$ cat src/security_fuse_pkg.sv
// Package: register map, field positions and codes for the program security block
`default_nettype none
package security_fuse_pkg;

    // ****************************************
    // Register addresses
    // ****************************************
    localparam logic [7:0]  FLASH_WRITE_CONTROL_ADDR       = 8'hb2;
    localparam logic [15:0] BURN_TRIGGER_ADDR              = 16'hffd1;
    localparam logic [15:0] FUSE_ARMING_CONTROL_ADDR       = 16'hffd2;
    localparam logic [15:0] PROTECTION_STATUS_CONTROL_ADDR = 16'hffd7;
    localparam logic [15:0] XDATA_SFR_BASE                 = 16'hfc00;
    localparam logic [7:0]  DIRECT_SFR_BASE                = 8'h80;

    // ****************************************
    // Field positions
    // ****************************************
    localparam int PROGRAM_WRITE_ENABLE_BIT    = 0;
    localparam int MASS_ERASE_ENABLE_BIT       = 1;
    localparam int CODE_PROTECT_BIT            = 6;
    localparam int PERMANENT_PROGRAM_ENABLE_BIT = 7;
    localparam int SELECT_PIN_LEVEL_BIT        = 5;
    localparam int LEVEL_ONE_FUSE_BIT          = 1;
    localparam int LEVEL_ZERO_FUSE_BIT         = 0;

    // ****************************************
    // Codes and reset values
    // ****************************************
    localparam logic [7:0] ARMING_CODE       = 8'h54;
    localparam logic [7:0] SELECT_LEVEL_ZERO = 8'h81;
    localparam logic [7:0] SELECT_LEVEL_ONE  = 8'h82;
    localparam logic [7:0] TRIGGER_CODE      = 8'ha6;
    localparam logic [7:0] REG_RESET         = 8'h00;

    // ****************************************
    // Carriers
    // ****************************************
    typedef enum logic [1:0] {
        ARM_IDLE,
        ARM_ARMED,
        ARM_SELECTED
    } arm_state_type;

    typedef struct packed {
        logic program_write_enable;
        logic mass_erase_enable;
        logic code_protect_bit;
        logic permanent_program_enable;
    } flash_ctrl_type;

    typedef struct packed {
        logic burn_level_zero;
        logic burn_level_one;
    } burn_type;

endpackage
`default_nettype wire
$ cat src/security_fuse_control.sv
// Program security, flash write enable and fuse burn sequencer
//
// Function
// - Writing 0xA6 to the burn trigger burns the selected fuse, level one only if the select pin is high at the trigger write.
// - Any other trigger value stops an ongoing burn.
// - Program-write enable redirects pointer stores from data RAM to flash.
// - Program-write enable clears itself after each flash byte write.
// - Program-write enable writes are ignored while interrupts are enabled.
// - Mass-erase enable is write-only, default off, rewritten per erase.
// - Code-protect bit clears on reset, only sets, zero writes ignored.
// - Code-protect blocks external reads of flash and coprocessor RAM.
// - Permanent-programming enable bit allows fuse programming when set.
// - Status bit 5 shows the select pin level.
// - Extra registers sit from 0xFC00; direct registers at 0x80 to 0xFF.
// - Unimplemented addresses read zero, writes to them do nothing.
// - Level-zero protection limits debug port to bulk erase, guards page zero.
// - Code-protect enables level zero only if that fuse is blown.
// - Blown level-one fuse disables debug port, sampled continuously after reset.
`default_nettype none
module security_fuse_control (
    input  wire logic        clk,
    input  wire logic        rst_n,
    input  wire logic        sfr_write,
    input  wire logic        sfr_read,
    input  wire logic [7:0]  sfr_addr,
    input  wire logic        xdata_write,
    input  wire logic        xdata_read,
    input  wire logic [15:0] xdata_addr,
    input  wire logic [7:0]  wdata,
    output logic      [7:0]  rdata,
    input  wire logic        interrupts_enabled,
    input  wire logic        flash_byte_written,
    input  wire logic        erase_started,
    input  wire logic        select_pin,
    input  wire logic        level_zero_fuse,
    input  wire logic        level_one_fuse,
    input  wire logic        debug_read_req,
    input  wire logic [7:0]  flash_page,
    output logic             program_write_enable,
    output logic             mass_erase_enable,
    output logic             code_protect_bit,
    output logic             permanent_program_enable,
    output logic             burn_level_zero,
    output logic             burn_level_one,
    output logic             external_read_block,
    output logic             debug_bulk_erase_only,
    output logic             page_zero_write_block,
    output logic             debug_port_disable,
    output logic             debug_read_grant
);

    // ****************************************
    // Reset release and pin synchronisers
    // ****************************************
    logic       rst_meta;
    logic       rst_sync_n;
    logic [2:0] pin_meta;
    logic [2:0] pin_sync;
    logic [2:0] pin_raw;

    always_ff @(posedge clk or negedge rst_n) begin
        if (!rst_n) begin
            rst_meta   <= 1'b0;
            rst_sync_n <= 1'b0;
        end else begin
            rst_meta   <= 1'b1;
            rst_sync_n <= rst_meta;
        end
    end

    assign pin_raw = {select_pin, level_one_fuse, level_zero_fuse};

    always_ff @(posedge clk or negedge rst_sync_n) begin
        if (!rst_sync_n) begin
            pin_meta <= 3'h0;
            pin_sync <= 3'h0;
        end else begin
            pin_meta <= pin_raw;
            pin_sync <= pin_meta;
        end
    end

    // ****************************************
    // Address decode
    // ****************************************
    // direct and extended spaces
    function automatic logic xhit(input logic [15:0] a, input logic [15:0] target);
        xhit = (a == target) && (a >= security_fuse_pkg::XDATA_SFR_BASE);
    endfunction

    logic wr_flash;
    logic wr_trigger;
    logic wr_arming;
    logic wr_status;
    logic rd_flash;
    logic rd_status;

    assign wr_flash   = sfr_write
        && (sfr_addr == security_fuse_pkg::FLASH_WRITE_CONTROL_ADDR)
        && (sfr_addr >= security_fuse_pkg::DIRECT_SFR_BASE);
    assign rd_flash   = sfr_read && (sfr_addr == security_fuse_pkg::FLASH_WRITE_CONTROL_ADDR);
    assign wr_trigger = xdata_write && xhit(xdata_addr, security_fuse_pkg::BURN_TRIGGER_ADDR);
    assign wr_arming  = xdata_write && xhit(xdata_addr, security_fuse_pkg::FUSE_ARMING_CONTROL_ADDR);
    assign wr_status  = xdata_write
        && xhit(xdata_addr, security_fuse_pkg::PROTECTION_STATUS_CONTROL_ADDR);
    assign rd_status  = xdata_read
        && xhit(xdata_addr, security_fuse_pkg::PROTECTION_STATUS_CONTROL_ADDR);

    // ****************************************
    // Flash control and security bits
    // ****************************************
    security_fuse_pkg::flash_ctrl_type ctrl;
    security_fuse_pkg::flash_ctrl_type next_ctrl;

    always_comb begin
        next_ctrl = ctrl;
        if (flash_byte_written) begin
            next_ctrl.program_write_enable = 1'b0;
        end
        if (wr_flash && !interrupts_enabled && !flash_byte_written) begin
            next_ctrl.program_write_enable = wdata[security_fuse_pkg::PROGRAM_WRITE_ENABLE_BIT];
        end
        if (erase_started) begin
            next_ctrl.mass_erase_enable = 1'b0;
        end
        if (wr_flash) begin
            next_ctrl.mass_erase_enable = wdata[security_fuse_pkg::MASS_ERASE_ENABLE_BIT];
        end
        if (wr_flash && wdata[security_fuse_pkg::CODE_PROTECT_BIT]) begin
            next_ctrl.code_protect_bit = 1'b1;
        end
        if (wr_status) begin
            next_ctrl.permanent_program_enable =
                wdata[security_fuse_pkg::PERMANENT_PROGRAM_ENABLE_BIT];
        end
    end

    always_ff @(posedge clk or negedge rst_sync_n) begin
        if (!rst_sync_n) begin
            ctrl <= '0;
        end else begin
            ctrl <= next_ctrl;
        end
    end

    // ****************************************
    // Fuse arming sequencer and burn drive
    // ****************************************
    security_fuse_pkg::arm_state_type arm_state;
    security_fuse_pkg::arm_state_type next_arm_state;
    logic                             sel_one;
    logic                             next_sel_one;
    security_fuse_pkg::burn_type      burn;
    security_fuse_pkg::burn_type      next_burn;

    always_comb begin
        next_arm_state = arm_state;
        next_sel_one   = sel_one;
        next_burn      = burn;
        if (wr_arming) begin
            case (arm_state)
                security_fuse_pkg::ARM_IDLE: begin
                    if (wdata == security_fuse_pkg::ARMING_CODE) begin
                        next_arm_state = security_fuse_pkg::ARM_ARMED;
                    end
                end
                security_fuse_pkg::ARM_ARMED,
                security_fuse_pkg::ARM_SELECTED: begin
                    if (wdata == security_fuse_pkg::SELECT_LEVEL_ZERO) begin
                        next_arm_state = security_fuse_pkg::ARM_SELECTED;
                        next_sel_one   = 1'b0;
                    end else if (wdata == security_fuse_pkg::SELECT_LEVEL_ONE) begin
                        next_arm_state = security_fuse_pkg::ARM_SELECTED;
                        next_sel_one   = 1'b1;
                    end else if (wdata != security_fuse_pkg::ARMING_CODE) begin
                        next_arm_state = security_fuse_pkg::ARM_IDLE;
                    end
                end
                default: begin
                    next_arm_state = security_fuse_pkg::ARM_IDLE;
                end
            endcase
        end
        if (wr_trigger) begin
            if (wdata == security_fuse_pkg::TRIGGER_CODE
                && arm_state == security_fuse_pkg::ARM_SELECTED
                && ctrl.permanent_program_enable) begin
                next_burn.burn_level_zero = !sel_one;
                next_burn.burn_level_one  = sel_one && pin_sync[2];
            end else begin
                next_burn = '0;
            end
        end
        // Dropping arming also ends the pulse so a stale burn cannot linger
        if (next_arm_state == security_fuse_pkg::ARM_IDLE) begin
            next_burn = '0;
        end
    end

    always_ff @(posedge clk or negedge rst_sync_n) begin
        if (!rst_sync_n) begin
            arm_state <= security_fuse_pkg::ARM_IDLE;
            sel_one   <= 1'b0;
            burn      <= '0;
        end else begin
            arm_state <= next_arm_state;
            sel_one   <= next_sel_one;
            burn      <= next_burn;
        end
    end

    // ****************************************
    // Protection outputs and read data
    // ****************************************
    logic [7:0] next_rdata;
    logic       next_debug_grant;
    logic       level_zero_active;

    assign level_zero_active = next_ctrl.code_protect_bit && pin_sync[0];

    always_comb begin
        next_rdata = 8'h00;
        if (rd_flash) begin
            next_rdata[security_fuse_pkg::PROGRAM_WRITE_ENABLE_BIT] = ctrl.program_write_enable;
            next_rdata[security_fuse_pkg::CODE_PROTECT_BIT]         = ctrl.code_protect_bit;
        end else if (rd_status) begin
            next_rdata[security_fuse_pkg::SELECT_PIN_LEVEL_BIT] = pin_sync[2];
            next_rdata[security_fuse_pkg::LEVEL_ONE_FUSE_BIT]   = pin_sync[1];
            next_rdata[security_fuse_pkg::LEVEL_ZERO_FUSE_BIT]  = pin_sync[0];
        end
        next_debug_grant = debug_read_req && !next_ctrl.code_protect_bit && !pin_sync[1];
    end

    always_ff @(posedge clk or negedge rst_sync_n) begin
        if (!rst_sync_n) begin
            rdata                    <= 8'h00;
            program_write_enable     <= 1'b0;
            mass_erase_enable        <= 1'b0;
            code_protect_bit         <= 1'b0;
            permanent_program_enable <= 1'b0;
            burn_level_zero          <= 1'b0;
            burn_level_one           <= 1'b0;
            external_read_block      <= 1'b0;
            debug_bulk_erase_only    <= 1'b0;
            page_zero_write_block    <= 1'b0;
            debug_port_disable       <= 1'b0;
            debug_read_grant         <= 1'b0;
        end else begin
            rdata                    <= next_rdata;
            program_write_enable     <= next_ctrl.program_write_enable;
            mass_erase_enable        <= next_ctrl.mass_erase_enable;
            code_protect_bit         <= next_ctrl.code_protect_bit;
            permanent_program_enable <= next_ctrl.permanent_program_enable;
            burn_level_zero          <= next_burn.burn_level_zero;
            burn_level_one           <= next_burn.burn_level_one;
            external_read_block      <= next_ctrl.code_protect_bit;
            debug_bulk_erase_only    <= level_zero_active;
            page_zero_write_block    <= level_zero_active && (flash_page == 8'h00);
            debug_port_disable       <= pin_sync[1];
            debug_read_grant         <= next_debug_grant;
        end
    end
endmodule
`default_nettype wire

$ cat config.mk
export PLATFORM = sky130hd
export DESIGN_NAME = security_fuse_control
export DESIGN_NICKNAME = d
export VERILOG_FILES = /design/src/security_fuse_pkg.sv /design/src/security_fuse_control.sv
export SDC_FILE = /design/constraint.sdc
export NUM_CORES = 1
export LEC_CHECK = 0
export BUFFER_PORTS_ARGS = -buffer_cell sky130_fd_sc_hd__buf_2
export CELL_PAD_IN_SITES_DETAIL_PLACEMENT = 0
export CELL_PAD_IN_SITES_GLOBAL_PLACEMENT = 2
export CORE_ASPECT_RATIO = 0.7
export CORE_MARGIN = 2
export CORE_UTILIZATION = 25
export DETAILED_ROUTE_END_ITERATION = 16
export PLACE_DENSITY_LB_ADDON = 0.25
export REMOVE_ABC_BUFFERS = 1
export SYNTH_ARGS = -nofsm -noshare
export SYNTH_HDL_FRONTEND = slang
export SYNTH_SLANG_ARGS = --single-unit
export TNS_END_PERCENT = 30
$ cat constraint.sdc
create_clock -name clk -period 0.85 [get_ports clk]
set_input_delay 0.0425 -clock clk [delete_from_list [all_inputs] [get_ports clk]]
set_output_delay 0.0425 -clock clk [all_outputs]
set_load 0.01 [all_outputs]
Word-level counts from Yosys, hierarchy flattened --
Index checks and enable logic that the tools add are counted.
Word-level totals: flip-flop bits (word level) 25, input port bits 53, memories 0, ROM bits 0, latch bits 0, bits in writable memories 0
Cells by class: eq/ne operators 11, mux-type cells 22, bitwise logic cells 0, reduce and logical (&&, ||, !) cells 34, add/subtract/negate cells 0, shift-type cells 0, div/mod/pow operators 0, order comparisons 2, multipliers 0
Operators by type and width (number):
- 16-bit equality test (second input constant) | 3
- 8-bit equality test (second input constant) | 4
- 1-bit logical AND | 20
- 2-bit 2-to-1 mux | 9
- 16-bit greater-or-equal comparator (second input constant) | 1
- 1-bit 2-to-1 mux | 12
- 8-bit by 7-bit equality test with 1-bit output (second input constant) | 1
- 8-bit greater-or-equal comparator (second input constant) | 1
- 8-bit logical NOT | 1
- 8-bit by 7-bit inequality test with 1-bit output (second input constant) | 1
- 2-bit nonzero test | 4
- 1-bit logical NOT | 5
- 2-bit logical NOT | 2
- 2-bit case mux with 2 select lines | 1
- 3-bit AND reduction | 1
- 2-bit by 1-bit equality test with 1-bit output (second input constant) | 1
- 2-bit equality test (second input constant) | 1
- 2-bit OR reduction | 1

Longest topological paths before layout --
word-level depth 8, depth in mapped cells 7, mapped depth without buffers 7

Worst setup path after synthesis --
OpenSTA, ideal clock, no wires.
kind register to register, start point register arm_state[1], end point register burn_level_one, setup slack -0.860 ns, data arrival time 1.645 ns, period minus slack after synthesis 1.710 ns, cell stages (with the launch flop) 8, path through dfrtp_1 > inv_1 > ha_1 > or3b_2 > nor3_1 > a21oi_1 > nand3_1 > o211a_1
Between the ends: cells in the longest elaborated chain, start to end 7, elaborated cells between the ends (all ways) 17, those cells by class eq/ne (2); mux (9); reduce/logical (6)
Ends and longest elaborated chain:
- start, declared | line security_fuse_control.sv:149 | security_fuse_pkg::arm_state_type arm_state;
- start signal, assigned | line security_fuse_control.sv:202 | arm_state <= security_fuse_pkg::ARM_IDLE;
- start signal, assigned | line security_fuse_control.sv:206 | arm_state <= next_arm_state;
- 2-bit 2-to-1 mux | line security_fuse_control.sv:175 | end else if (wdata != security_fuse_pkg::ARMING_CODE) begin
- 2-bit 2-to-1 mux | line security_fuse_control.sv:172 | end else if (wdata == security_fuse_pkg::SELECT_LEVEL_ONE) begin
- 2-bit 2-to-1 mux | line security_fuse_control.sv:169 | if (wdata == security_fuse_pkg::SELECT_LEVEL_ZERO) begin
- 2-bit case mux with 2 select lines | line security_fuse_control.sv:161 | case (arm_state)
- 2-bit 2-to-1 mux | line security_fuse_control.sv:160 | if (wr_arming) begin
- 2-bit logical NOT | line security_fuse_control.sv:195 | if (next_arm_state == security_fuse_pkg::ARM_IDLE) begin
- 2-bit 2-to-1 mux or 2-bit nonzero test (tied branches)
- end signal, assigned | line security_fuse_control.sv:255 | burn_level_one <= next_burn.burn_level_one;
- end, declared | line security_fuse_control.sv:44 | output logic burn_level_one,
Several ways; a longest one is shown, not always the timed one. The select of a mux whose other input is x is not followed. A chain may end at the register's enable or synchronous reset.

Final worst setup path --
start point register arm_state[0], end point register arm_state[1]
Between the ends: cells in the longest elaborated chain, start to end 4, elaborated cells between the ends (all ways) 6, those cells by class eq/ne (2); mux (2); reduce/logical (2)
Ends and longest elaborated chain:
- 2-bit equality test or 2-bit by 1-bit equality test with 1-bit output (tied branches) | line security_fuse_control.sv:161
- 2-bit OR reduction | line security_fuse_control.sv:161
- 2-bit case mux with 2 select lines * | line security_fuse_control.sv:161
- 2-bit 2-to-1 mux * | line security_fuse_control.sv:160
- named net next_arm_state[1] | line security_fuse_control.sv:150 | security_fuse_pkg::arm_state_type next_arm_state;
Mark *: on every way through the listed nets, which the timed path passes. The rest lies on a longest branch.

==> flow_summary.ini <==
[timing]
fmax_mhz = 612.8
finalCriticalPeriod_ns = 1.632
period_share_pct = 192.0
final-max-slew-violation-count = 0
worst_slack_ns = -0.7818
hold_viol = 0
fin_skew_ns = 0.003632
setup_viol_count_final = 20
rsz0062_at_grt = yes

[floorplanning]
core_um2 = 4861
start_util_pct = 26.49
die_w_um = 89.78
dieHeight_um = 64.04
ios = 72
die-area_um2 = 5749
num_rows = 21

[cells_and_area]
drive_gt1_share_pct = 57.14
fill_cells = 500
multiInputGateArea_um2 = 715.7
finalNetCount = 274
n_antenna_cell = 0
area_growth_pct = 66.18
fin_util_pct = 44.02
regArea_um2 = 625.6

[synth]
synth_top_family_by_area = simple AND/OR/NAND/NOR gates
syn-cell-area_um2 = 1287
synth.distinct_cells = 42
synth-edff-count = 0
synth_compound_area_share_pct = 6.511
yosysTopAreaCellShare_pct = 48.59
yosys_warnings = 0
syn-mean-instance-area_um2 = 11.00
synth_seq_area_share_pct = 48.59
synthSimpleGateAreaFrac_pct = 31.10
synth_xor_area_share_pct = 0.6803
ys_ff_latch = 25
synth.area.top_cells = dfrtp_1, nand2_1, buf_4
synth_fa_ha_area_share_pct = 2.915
synth_mux_area_share_pct = 4.956
postSynthCellCount = 117
synthArstFlopShare_pct = 100.0
synth_top_flop_cell = dfrtp_1
yosys.area.top_type = dfrtp_1

[clock_network]
htree_num_levels = 1
clk_pin_slew_worst_paths_ns = 0.09
cts_buffer_depth = 2
cts_sinks = 25
root_buffer = clkbuf_8
numCtsBuffers = 3
cts_tree = built
worstSkewPairLatency_ns = 0.26

[global_route]
grt_pass1_wl_mm = 5.761
grt.overflow.total = 0
grt_use_total_pct = 12.23
antenna_found_initial = 0
grt_max_degree = 24
grt_pass1_vias = 1274

[hold_path]
hp-class = in -> reg
min_to = permanent_program_enable$_DFFE_PN0P_
hold_start = wdata[7]
min_delay_path_depth = 2

[placement]
place_ws_ns = -0.9140
port-buffer-count = 67
gp_congestion = 0.8234
dp_hpwl_mm = 2.836

[power]
p_sw_share_pct = 23.34
power_leakage_nw = 1.115
max-vdd-ir-drop_mv = 0.6804
internal_power_mw = 1.749
comb_power_share_pct = 16.1
netSwitchingPower_uw = 532.6
clockPowerShare_pct = 30.0
powerDensity_nw_per_um2 = 1066
power_frac_seq_pct = 53.9

[worst_setup_path]
critical_path_class = reg -> reg
cp-end-kind = flip-flop
crit_chain = inv_2, ha_4, or3b_4, nor3_4, a21oi_2, o31ai_1
slowest_delay_ns = 0.41
arrival_ns = 1.80
cp.required_ns = 1.02
r2r_end = arm_state[1]$_DFF_PN0_
reg2reg_from = arm_state[0]$_DFF_PN0_
slowest_stage = or3b_4
ff2ff_setup_slack_ns = -0.78
worst_setup_path_start_kind = flip-flop
crit_fanout = 3
ff2ff_path_depth = 6

[drt]
via_per_inst = 4.367
drt_first_pass_iters = 4
routedWlPerCell_um = 12.32
drt_wl_total_mm = 3.523
drt_iter0_markers = 30
detail-route-antenna-nets = 0
drc = 0
vias = 1249

[run_status]
violations = setup timing
status = finished with violations

[job]
drv_cap = 0
cells in the final DEF, fill, tap and decap left out, types with 2 or more instances in the layout:
cell type	count
nor3_4	2
ha_1	2
buf_2	62
nor4_1	3
mux2i_1	3
conb_1	5
nand3_2	3
nor2_1	4
nand4_1	3
buf_6	10
inv_1	3
clkbuf_8	3
nor4_2	3
nand2b_1	2
dlygate4sd3_1	5
nand2_1	11
mux2_1	2
inv_2	3
nor2_4	2
nand3_1	3
a22o_1	2
and2_1	4
dfrtp_1	25
nand4b_1	2
buf_4	20
o211a_1	2
and3_1	2
sequential cells by signal, summed over array words and instances, names as in the netlist:
| signal | flops |
|---|---|
| rdata | 4 |
| pin_meta | 3 |
| pin_sync | 3 |
| arm_state | 2 |
| burn_level_one | 1 |
| burn_level_zero | 1 |
| debug_bulk_erase_only | 1 |
| debug_port_disable | 1 |
| debug_read_grant | 1 |
| external_read_block | 1 |
| mass_erase_enable | 1 |
| page_zero_write_block | 1 |
| permanent_program_enable | 1 |
| program_write_enable | 1 |
| rst_meta | 1 |
| rst_sync_n | 1 |
| sel_one | 1 |
synth_stat cells (3+ instances only):
| cell | count |
|---|---|
| inv_1 | 6 |
| mux2i_1 | 3 |
| ha_1 | 3 |
| nand4_1 | 3 |
| and2_1 | 4 |
| nor4_2 | 3 |
| nor2_1 | 5 |
| nand2_1 | 11 |
| nor4_1 | 4 |
| nand3_1 | 6 |
| dfrtp_1 | 25 |
| buf_4 | 5 |
how the worst max path moves through the flow:
| stage | startpoint | slack (ns) | cells past startpoint | to |
|---|---|---|---|---|
| 2_1_floorplan | arm_state[1]$_DFF_PN0_ | -0.86 | 7 | burn_level_one$_DFFE_PN0P_ |
| 6_report | arm_state[0]$_DFF_PN0_ | -0.78 | 6 | arm_state[1]$_DFF_PN0_ |
| 4_1_cts | arm_state[0]$_DFF_PN0_ | -0.76 | 7 | burn_level_zero$_DFFE_PN0P_ |
| 3_5_place_dp | arm_state[0]$_DFF_PN0_ | -0.91 | 7 | burn_level_zero$_DFFE_PN0P_ |
| 5_1_grt | arm_state[0]$_DFF_PN0_ | -0.84 | 7 | sel_one$_DFFE_PN0P_ |
| 3_3_place_gp | arm_state[0]$_DFF_PN0_ | -0.86 | 7 | burn_level_one$_DFFE_PN0P_ |
critical path: cells and delay by family (launching register included):
family                     cells  cell delay (ns)
buffers and inverters          1             0.06
and+or+nand+nor                2             0.60
adders and majority gates      1             0.26
DFF                            1             0.37
AOI/OAI and AO/OA              2             0.26
timing repair:
action                                 4_1_cts  5_1_grt
setup buffers                                0        1
resized for setup                           23       10
hold buffers                                 5        0
pin swaps                                    9        3
setup endpoints to repair                   21       23
endpoints found under the hold margin        6        0
gates cloned                                 0        0
routing by layer:
| layer | routed length [um] | up-vias | track usage (%) |
|---|---|---|---|
| li1 | - | 615 | - |
| met1 | 1631 | 587 | 15.94 |
| met2 | 1625 | 45 | 20.36 |
| met3 | 244 | 2 | 3.538 |
| met4 | 21 | 0 | 2.692 |
| met5 | 0 | - | 0 |
power by group through the flow:
stage / logic [mW] / clock network (mW) / registers (mW)
after detailed placement: 0.314 / 0 / 1.25
final: 0.367 / 0.685 / 1.23
after global placement: 0.311 / 0 / 1.25
after global routing: 0.404 / 0.764 / 1.23
after CTS: 0.361 / 0.720 / 1.23
after floorplan: 0.0669 / 0 / 1.27
area by class of cell:
type,instances,area share [%]
multi-input combinational,84,33.45
timing repair buffer,98,30.06
sequential,25,29.24
tap,69,4.035
clock buffer,3,1.930
inverter,6,1.053
clock inverter,1,0.2339
metrics by stage:
| stage | cells | TNS [ns] | power (mW) | area (um^2) | hold slack, ns |
|---|---|---|---|---|---|
| 6_report | 286 | -5.263 | 2.281 | 2140 | 0.03278 |
| 5_1_grt | 286 | -6.479 | 2.400 | 2140 | 0.02979 |
| 4_1_cts | 285 | -5.310 | 2.308 | 2088 | 0.02899 |
| 3_5_place_dp | 276 | -8.645 | 1.565 | 1883 | -0.1695 |
| 3_3_place_gp | 276 | -8.399 | 1.560 | 1883 | -0.1721 |
| 2_1_floorplan | 115 | -5.389 | 1.336 | 1261 | -0.2531 |
logic make-up after synthesis:
family / after synthesis
AND/OR/NAND/NOR: 58
buffers and inverters: 11
multiplexers: 6
AO/OA/AOI/OAI: 11
adder cells (fa/ha/maj): 3
XOR/XNOR: 1
other: 2
flip-flops: 25
(Power assumes the default switching activity.)
